$ cat config.mk
export PLATFORM = sky130hd
export DESIGN_NAME = iss_slave
export DESIGN_NICKNAME = d
export VERILOG_FILES = /design/src/hdl/iss_pkg.sv /design/src/hdl/iss_slave.sv
export SDC_FILE = /design/constraint.sdc
export NUM_CORES = 1
export LEC_CHECK = 0
export BUFFER_PORTS_ARGS = -buffer_cell sky130_fd_sc_hd__buf_2
export CAP_MARGIN = 0
export CORE_ASPECT_RATIO = 0.7
export CORE_MARGIN = 5
export CORE_UTILIZATION = 57
export DETAILED_ROUTE_END_ITERATION = 10
export GPL_ROUTABILITY_DRIVEN = 1
export HOLD_SLACK_MARGIN = 0.1
export PLACE_DENSITY = 0.83
export SYNTH_ARGS = -nofsm -noshare
export SYNTH_HDL_FRONTEND = slang
export SYNTH_SLANG_ARGS = --single-unit
$ cat constraint.sdc
create_clock -name ref_clk -period 4.9 [get_ports ref_clk]
set_clock_uncertainty 0.1 [all_clocks]
set_input_delay 0.245 -clock ref_clk [delete_from_list [all_inputs] [get_ports ref_clk]]
set_output_delay 0.245 -clock ref_clk [all_outputs]
set_load 0.01 [all_outputs]
$ cat src/hdl/iss_pkg.sv
/*
 * Constants and carrier types for the two-wire slave status and control block.
 * Assumes a 32-bit classic Wishbone register bus with byte addresses.
 */
package iss_pkg;

	// ----------------------------------------------------------------
	// Register map
	// ----------------------------------------------------------------
	localparam logic [7:0] OFS_STATUS_CTRL = 8'h00;
	localparam logic [7:0] OFS_DATA = 8'h04;
	localparam logic [7:0] OFS_OWN_ADDR = 8'h08;
	localparam logic [7:0] OFS_ENABLE = 8'h0c;

	// ----------------------------------------------------------------
	// Field positions in the written word
	// ----------------------------------------------------------------
	localparam int POS_TX_SEL = 4;
	localparam int POS_TX_ACK = 3;
	localparam int POS_WAKE_EN = 1;
	localparam int POS_ENABLE = 0;
	localparam int POS_OWN_ADDR = 1;

	// ----------------------------------------------------------------
	// Values after reset and counts
	// ----------------------------------------------------------------
	localparam logic [7:0] STATUS_RESET = 8'h81;
	localparam logic [7:0] DATA_RESET = 8'h00;
	localparam logic [6:0] OWN_ADDR_RESET = 7'h00;
	localparam logic [3:0] LAST_BIT = 4'h7;
	localparam logic [3:0] ACK_DRIVE = 4'h8;
	localparam logic [3:0] ACK_END = 4'h9;

	// Status and control fields, bit 7 first.
	typedef struct packed {
		logic done;
		logic match;
		logic busy;
		logic tx_sel;
		logic tx_ack;
		logic rw;
		logic wake_en;
		logic rx_ack;
	} iss_flags_t;

	typedef enum logic [7:0] {
		ST_IDLE = 8'b0000_0001,
		ST_ADDR = 8'b0000_0010,
		ST_ADDR_ACK = 8'b0000_0100,
		ST_RX = 8'b0000_1000,
		ST_RX_ACK = 8'b0001_0000,
		ST_TX = 8'b0010_0000,
		ST_TX_ACK = 8'b0100_0000,
		ST_SKIP = 8'b1000_0000
	} iss_state_t;

endpackage

$ cat src/hdl/iss_slave.sv
/*
 * Slave-only two-wire serial interface: status and control flags, address
 * compare, byte shifting and acknowledge handling, with a Wishbone register port.
 * Assumes external pull-ups on SCL and SDA and a master that never stretches.
 */
// Overview of operation
// - Transfer-done is not cleared when a byte starts shifting; sets after each own-address, received or transmitted byte with interrupt.
// - A START clears transfer-done.
// - Software read of the data buffer clears transfer-done.
// - A STOP sets transfer-done.
// - Address-match is 1 on own address, 0 otherwise.
// - Bus-busy sets on START and clears on STOP.
// - Software direction select: 0 receive, 1 transmit.
// - On ninth clock after received byte, drive transmit-ack bit onto SDA.
// - Software clears transmit-ack before further bytes are received.
// - Read/write flag shows master direction: 1 master reads, 0 master writes.
// - With wake enable set, an own-address match wakes the device.
// - Software clears wake enable after such a wake-up.
// - After transmitting a byte, sample SDA on ninth clock into receive-ack.
// - Transmit while acknowledged; on no-acknowledge release SDA for STOP.
// - The eighth bit after START, the one after the seven address bits, is captured as read/write flag on an own-address match only.
// - Address bits arrive most significant first and are assembled so.
// - Own-address match sets address-match and raises the interrupt.
// - SDA falling while SCL high is START.
`timescale 1ns/10ps

module iss_slave (
	input wire logic ref_clk,
	input wire logic rst,
	input wire logic wb_cyc_i,
	input wire logic wb_stb_i,
	input wire logic wb_we_i,
	input wire logic [7:0] wb_adr_i,
	input wire logic [3:0] wb_sel_i,
	input wire logic [31:0] wb_dat_i,
	output logic [31:0] wb_dat_o,
	output logic wb_ack_o,
	input wire logic scl_i,
	input wire logic sda_i,
	output logic sda_o,
	output logic sda_oe,
	output logic serial_irq,
	output logic wake_req
);

	// ----------------------------------------------------------------
	// Pin synchronisers and bus condition detection
	// ----------------------------------------------------------------
	logic scl_s1, scl_s2, scl_q, sda_s1, sda_s2, sda_q;

	always_ff @(posedge ref_clk) begin
		if (rst) begin
			scl_s1 <= 1'b1;
			scl_s2 <= 1'b1;
			scl_q <= 1'b1;
			sda_s1 <= 1'b1;
			sda_s2 <= 1'b1;
			sda_q <= 1'b1;
		end else begin
			scl_s1 <= scl_i;
			scl_s2 <= scl_s1;
			scl_q <= scl_s2;
			sda_s1 <= sda_i;
			sda_s2 <= sda_s1;
			sda_q <= sda_s2;
		end
	end

	logic scl_rise, scl_fall, start_det, stop_det;
	assign scl_rise = scl_s2 & ~scl_q;
	assign scl_fall = ~scl_s2 & scl_q;
	assign start_det = scl_s2 & scl_q & sda_q & ~sda_s2;
	assign stop_det = scl_s2 & scl_q & ~sda_q & sda_s2;

	// Open drain: the pin is only ever pulled low.
	assign sda_o = 1'b0;

	// ----------------------------------------------------------------
	// State
	// ----------------------------------------------------------------
	iss_pkg::iss_state_t state, next_state;
	iss_pkg::iss_flags_t flags, next_flags;
	logic [3:0] bit_cnt, next_bit_cnt;
	logic [7:0] shift, next_shift;
	logic [7:0] data_buf, next_data_buf;
	logic [6:0] own_addr, next_own_addr;
	logic enable, next_enable;
	logic next_sda_oe, next_irq, next_wake, next_ack;
	logic [31:0] next_dat;
	logic wb_req, wb_wr, data_rd, hw_set_done;

	assign wb_req = wb_cyc_i & wb_stb_i & ~wb_ack_o;
	assign wb_wr = wb_req & wb_we_i & wb_sel_i[0];
	assign data_rd = wb_req & ~wb_we_i & (wb_adr_i == iss_pkg::OFS_DATA);

	always_comb begin
		next_state = state;
		next_flags = flags;
		next_bit_cnt = bit_cnt;
		next_shift = shift;
		next_data_buf = data_buf;
		next_own_addr = own_addr;
		next_enable = enable;
		next_sda_oe = sda_oe;
		next_irq = 1'b0;
		next_wake = 1'b0;
		hw_set_done = 1'b0;
		next_ack = wb_req;
		next_dat = 32'h0000_0000;
		// Software side first, so that a hardware set in the same cycle wins.
		if (wb_wr) begin
			unique case (wb_adr_i)
				iss_pkg::OFS_STATUS_CTRL: begin
					next_flags.tx_sel = wb_dat_i[iss_pkg::POS_TX_SEL];
					next_flags.tx_ack = wb_dat_i[iss_pkg::POS_TX_ACK];
					next_flags.wake_en = wb_dat_i[iss_pkg::POS_WAKE_EN];
				end
				iss_pkg::OFS_DATA: next_data_buf = wb_dat_i[7:0];
				iss_pkg::OFS_OWN_ADDR: next_own_addr = wb_dat_i[iss_pkg::POS_OWN_ADDR +: 7];
				iss_pkg::OFS_ENABLE: next_enable = wb_dat_i[iss_pkg::POS_ENABLE];
				default: ;
			endcase
		end
		if (wb_req && !wb_we_i) begin
			unique case (wb_adr_i)
				iss_pkg::OFS_STATUS_CTRL: next_dat = {24'h00_0000, flags};
				iss_pkg::OFS_DATA: next_dat = {24'h00_0000, data_buf};
				iss_pkg::OFS_OWN_ADDR: next_dat = {24'h00_0000, own_addr, 1'b0};
				iss_pkg::OFS_ENABLE: next_dat = {31'h0000_0000, enable};
				default: next_dat = 32'h0000_0000;
			endcase
		end
		if (data_rd) begin
			next_flags.done = 1'b0;
		end
		// Link side.
		if (!enable) begin
			next_state = iss_pkg::ST_IDLE;
			next_sda_oe = 1'b0;
			next_flags.busy = 1'b0;
		end else if (start_det) begin
			next_flags.busy = 1'b1;
			next_flags.done = 1'b0;
			next_state = iss_pkg::ST_ADDR;
			next_bit_cnt = 4'h0;
			next_sda_oe = 1'b0;
		end else if (stop_det) begin
			next_flags.busy = 1'b0;
			next_flags.done = 1'b1;
			hw_set_done = 1'b1;
			next_state = iss_pkg::ST_IDLE;
			next_sda_oe = 1'b0;
		end else begin
			unique case (state)
				iss_pkg::ST_IDLE: ;
				iss_pkg::ST_ADDR: begin
					if (scl_rise) begin
						next_shift = {shift[6:0], sda_s2};
						next_bit_cnt = bit_cnt + 4'h1;
						if (bit_cnt == iss_pkg::LAST_BIT) begin
							if (shift[6:0] == own_addr) begin
								next_flags.match = 1'b1;
								next_flags.rw = sda_s2;
								next_flags.done = 1'b1;
								hw_set_done = 1'b1;
								next_irq = 1'b1;
								next_wake = flags.wake_en;
								next_state = iss_pkg::ST_ADDR_ACK;
							end else begin
								next_flags.match = 1'b0;
								next_state = iss_pkg::ST_SKIP;
							end
						end
					end
				end
				iss_pkg::ST_ADDR_ACK: begin
					if (scl_fall && bit_cnt == iss_pkg::ACK_DRIVE) begin
						next_sda_oe = 1'b1;
						next_bit_cnt = iss_pkg::ACK_END;
					end else if (scl_fall) begin
						next_bit_cnt = 4'h0;
						if (flags.tx_sel) begin
							next_state = iss_pkg::ST_TX;
							next_shift = data_buf;
							next_sda_oe = ~data_buf[7];
						end else begin
							next_state = iss_pkg::ST_RX;
							next_sda_oe = 1'b0;
						end
					end
				end
				iss_pkg::ST_RX: begin
					if (scl_rise) begin
						next_shift = {shift[6:0], sda_s2};
						next_bit_cnt = bit_cnt + 4'h1;
						if (bit_cnt == iss_pkg::LAST_BIT) begin
							next_data_buf = {shift[6:0], sda_s2};
							next_flags.done = 1'b1;
							hw_set_done = 1'b1;
							next_irq = 1'b1;
							next_state = iss_pkg::ST_RX_ACK;
						end
					end
				end
				iss_pkg::ST_RX_ACK: begin
					if (scl_fall && bit_cnt == iss_pkg::ACK_DRIVE) begin
						next_sda_oe = ~flags.tx_ack;
						next_bit_cnt = iss_pkg::ACK_END;
					end else if (scl_fall) begin
						next_sda_oe = 1'b0;
						next_bit_cnt = 4'h0;
						next_state = iss_pkg::ST_RX;
					end
				end
				iss_pkg::ST_TX: begin
					if (scl_rise) begin
						next_bit_cnt = bit_cnt + 4'h1;
					end else if (scl_fall && bit_cnt == iss_pkg::ACK_DRIVE) begin
						next_sda_oe = 1'b0;
						next_flags.done = 1'b1;
						hw_set_done = 1'b1;
						next_irq = 1'b1;
						next_state = iss_pkg::ST_TX_ACK;
					end else if (scl_fall) begin
						next_shift = {shift[6:0], 1'b0};
						next_sda_oe = ~shift[6];
					end
				end
				iss_pkg::ST_TX_ACK: begin
					if (scl_rise && bit_cnt == iss_pkg::ACK_DRIVE) begin
						next_flags.rx_ack = sda_s2;
						next_bit_cnt = iss_pkg::ACK_END;
					end else if (scl_fall && bit_cnt == iss_pkg::ACK_END) begin
						next_bit_cnt = 4'h0;
						if (!flags.rx_ack) begin
							next_state = iss_pkg::ST_TX;
							next_shift = data_buf;
							next_sda_oe = ~data_buf[7];
						end else begin
							next_state = iss_pkg::ST_SKIP;
						end
					end
				end
				iss_pkg::ST_SKIP: next_sda_oe = 1'b0;
				default: begin
					next_state = iss_pkg::ST_IDLE;
					next_sda_oe = 1'b0;
				end
			endcase
		end
	end

	always_ff @(posedge ref_clk) begin
		if (rst) begin
			state <= iss_pkg::ST_IDLE;
			flags <= iss_pkg::STATUS_RESET;
			bit_cnt <= 4'h0;
			shift <= 8'h00;
			data_buf <= iss_pkg::DATA_RESET;
			own_addr <= iss_pkg::OWN_ADDR_RESET;
			enable <= 1'b0;
			sda_oe <= 1'b0;
			serial_irq <= 1'b0;
			wake_req <= 1'b0;
			wb_ack_o <= 1'b0;
			wb_dat_o <= 32'h0000_0000;
		end else begin
			state <= next_state;
			flags <= next_flags;
			bit_cnt <= next_bit_cnt;
			shift <= next_shift;
			data_buf <= next_data_buf;
			own_addr <= next_own_addr;
			enable <= next_enable;
			sda_oe <= next_sda_oe;
			serial_irq <= next_irq;
			wake_req <= next_wake;
			wb_ack_o <= next_ack;
			wb_dat_o <= next_dat;
		end
	end

	logic oe_may_change, rx_last, addr_last;
	assign oe_may_change = scl_fall | start_det | stop_det | ~enable;
	assign rx_last = enable & ~start_det & ~stop_det & scl_rise & (bit_cnt == iss_pkg::LAST_BIT);
	assign addr_last = rx_last & (state == iss_pkg::ST_ADDR);
endmodule

==> flow_summary.json <==
{
  "required_ns": 5.04,
  "ios": 88,
  "htreeDepth": 3,
  "die_area_sq_um": 7760,
  "syn2layout_area_growth_pct": 10.1,
  "synthesis.area_sq_um": 3460,
  "p_comb_share_pct": 5.5,
  "die_y_um": 75.2,
  "drtPass1Iterations": 5,
  "swShare_pct": 23.4,
  "path_cells": "inv_1 -> ha_1 -> and3b_1 -> o211ai_1 -> a2111oi_4 -> nor4_2 -> nor2_1 -> a311oi_1",
  "timing.rr.start": "bit_cnt[0]",
  "synth_cell_types": 58,
  "timing.final.crit_share_pct": 62.0,
  "numCtsBuffers": 9,
  "hold_class": "in2reg",
  "synth_edf_count": 0,
  "reg2reg_to": "shift[4]",
  "outcome": "completed",
  "setup.worst_path.start": "bit_cnt[0]",
  "wl_per_cell_um": 18.5,
  "io_buffers": 35,
  "finalNonFillerCells": 537,
  "insertion_delay_ns": 0.34,
  "clk_pin_slew_ns": 0.06,
  "place.gp.congestion": 0.976,
  "ir_worst_vdd_uv": 224,
  "post-place-ws_ns": 1.99,
  "viasPerCell": 6.20,
  "p_clk_share_pct": 43.0,
  "critPathLaunchType": "flop",
  "grt.total_usage_pct": 26.0,
  "power.internal_mw": 0.747,
  "synth_seq_cells": 61,
  "worst_slack_ns": 1.86,
  "cap_violations": 0,
  "antenna_cells": 0,
  "p_seq_share_pct": 51.5,
  "chipWidth_um": 103,
  "critPathCapture": "shift[4]",
  "end_kind": "flop",
  "drt_iter0_drc": 505,
  "drive_gt1_share_pct": 13.9,
  "holdWs_ns": 0.129,
  "setup_viol": 0,
  "synth_flop_cell": "dfxtp_1",
  "drcViolationCount": 0,
  "fin_setup_tns_ns": 0,
  "dp_hpwl_mm": 7.25,
  "cp.arrival_ns": 3.18,
  "drv_slew": 0,
  "num_rows": 23,
  "routed_wirelength_mm": 9.95,
  "grt_max_degree": 44,
  "vias": 3330,
  "worst_pin_slew_ns": 1.26,
  "worst_slew_margin_rel_pct": 15.6,
  "dp.cells": 512,
  "cp_slowest_cell": "nor4_2",
  "cts_buffer_depth": 2,
  "finalNetCount": 512,
  "critical_path_peak_fanout": 13,
  "cts.sinks": 61,
  "grt_pass1_wl_mm": 15.1,
  "yosys_warnings": 0,
  "final_hold_viol_count": 0,
  "cpPeakStageDelay_ns": 1.04,
  "core-area_sq_um": 5810,
  "root_buffer": "clkbuf_8",
  "postRouteAntennaNets": 0,
  "async_flop_share_pct": 0,
  "postSynthAreaPerCell_sq_um": 8.17,
  "r2r_slack_ns": 1.86,
  "cts_tree": "built",
  "grt.overflow.total": 0,
  "p_leak_nw": 1.46,
  "p_sw_mw": 0.228,
  "initial_core_util_pct": 59.6,
  "min_period_ns": 3.04,
  "synth_seq_area_share_pct": 35.2,
  "powerDensity_nw_per_um2": 256,
  "grt_pass1_vias": 2813,
  "reg2regPathDepth": 8,
  "antenna_found_initial": 0,
  "rsz0062_at_grt": "no",
  "critical_path_class": "reg2reg",
  "max_freq_mhz": 329,
  "syn_inst": 424
}
worst max-delay path, delay by kind of cell, from the launching register on:
family / cells / cell delay, ns
and+or+nand+nor: 3 / 1.37
adders and majority gates: 1 / 0.21
buffers and inverters: 1 / 0.07
DFF: 1 / 0.43
AOI/OAI and AO/OA: 3 / 0.77
cell usage after synthesis, types with 7 or more instances:
| cell | number | area share [%] |
|---|---|---|
| nand3_1 | 20 | 2.9 |
| o21ai_0 | 14 | 2.0 |
| or3_1 | 7 | 1.3 |
| clkbuf_1 | 14 | 1.5 |
| nor3_1 | 7 | 1.0 |
| xor2_1 | 8 | 2.0 |
| inv_1 | 8 | 0.87 |
| dfxtp_1 | 61 | 35 |
| mux2i_1 | 19 | 5.5 |
| nand2_1 | 44 | 4.8 |
| a21oi_1 | 31 | 4.5 |
| a311oi_1 | 7 | 1.8 |
| nor2_1 | 49 | 5.3 |
| a211oi_1 | 11 | 2.4 |
| buf_4 | 25 | 5.4 |
| nand4_1 | 9 | 1.6 |
final cells by class:
class / count / area [sq um]
well taps: 75 / 93.8
clock buffers: 10 / 128
clock inverters: 5 / 52.6
fillers: 512 / 2000
inverters: 8 / 30.0
flip-flops and latches: 61 / 1220
multi-input cells: 332 / 2010
repair buffers: 46 / 283
registers in the layout (all words and copies together) (netlist names):
name / count
state: 8
bit_cnt: 4
serial_irq: 1
data_buf: 8
own_addr: 7
scl_q: 1
sda_s2: 1
shift: 7
wb_dat_o: 8
sda_oe: 1
sda_q: 1
flags: 8
wake_req: 1
wb_ack_o: 1
sda_s1: 1
enable: 1
scl_s2: 1
scl_s1: 1
layout by cell type (no fill, tap or decap), types with 6 or more instances in the layout:
cell and n:
a211oi_1 11, a21oi_1 31, a311oi_1 7, buf_2 35, clkbuf_8 9, conb_1 25
dfxtp_1 61, dlygate4sd3_1 10, inv_1 8, mux2i_1 19, nand2_1 44, nand2b_1 6
nand3_1 20, nand4_1 9, nor2_1 49, nor3_1 7, o211ai_1 6, o21ai_0 14
or3_1 7, xor2_1 8
layer usage:
| layer | wire length [um] | share of wire, % | track usage (%) |
|---|---|---|---|
| met5 | 0 | 0 | 0 |
| met4 | 175 | 1.8 | 7.61 |
| met3 | 1220 | 12 | 7.96 |
| met2 | 4100 | 41 | 34.2 |
| met1 | 4450 | 45 | 40.1 |
per-stage QoR:
stage               total power [mW]  area [sq um]  utilization [%]
floorplan                      0.556          3550                -
global route                    1.01          3810             65.6
detailed placement             0.558          3530             60.8
CTS                            0.975          3790             65.3
global placement               0.557          3530             60.8
finish                         0.975          3810             65.6
power groups by stage:
stage               Clock [mW]  Sequential (mW)  Combinational [mW]
finish                   0.419            0.502              0.0540
detailed placement           0            0.513              0.0454
floorplan                    0            0.512              0.0435
CTS                      0.423            0.502              0.0505
global placement             0            0.513              0.0445
global route             0.446            0.502              0.0586
what timing repair did:
action                                 CTS  global route
buffers inserted                         0             0
endpoints found under the hold margin    8             2
hold buffers                             8             2
resized for setup                        0             0
cells by family (layout without fill, tap and decap cells):
kind of cell	Yosys count	after routing	share of synthesized area, %
compound gates	88	88	17.3
xor+xnor	13	13	3.29
flops	61	61	35.2
fa+ha+maj	3	3	1.08
simple gates	184	184	28.1
buf+inv	55	69	9.46
mux	19	19	5.49
other cells	1	25	0.108
worst min-delay path by stage:
stage	startpoint	to	slack (ns)	cells past startpoint
6_report	wb_stb_i	wb_ack_o	0.13	3
5_1_grt	wb_stb_i	wb_ack_o	0.11	3
4_1_cts	wb_dat_i[3]	flags[3]	0.10	3
3_5_place_dp	sda_s1	sda_s2	0.31	1
3_3_place_gp	scl_s1	scl_s2	0.29	1
2_1_floorplan	scl_i	scl_s1	0.25	1
No activity file was read; power rests on OpenSTA's default activity.
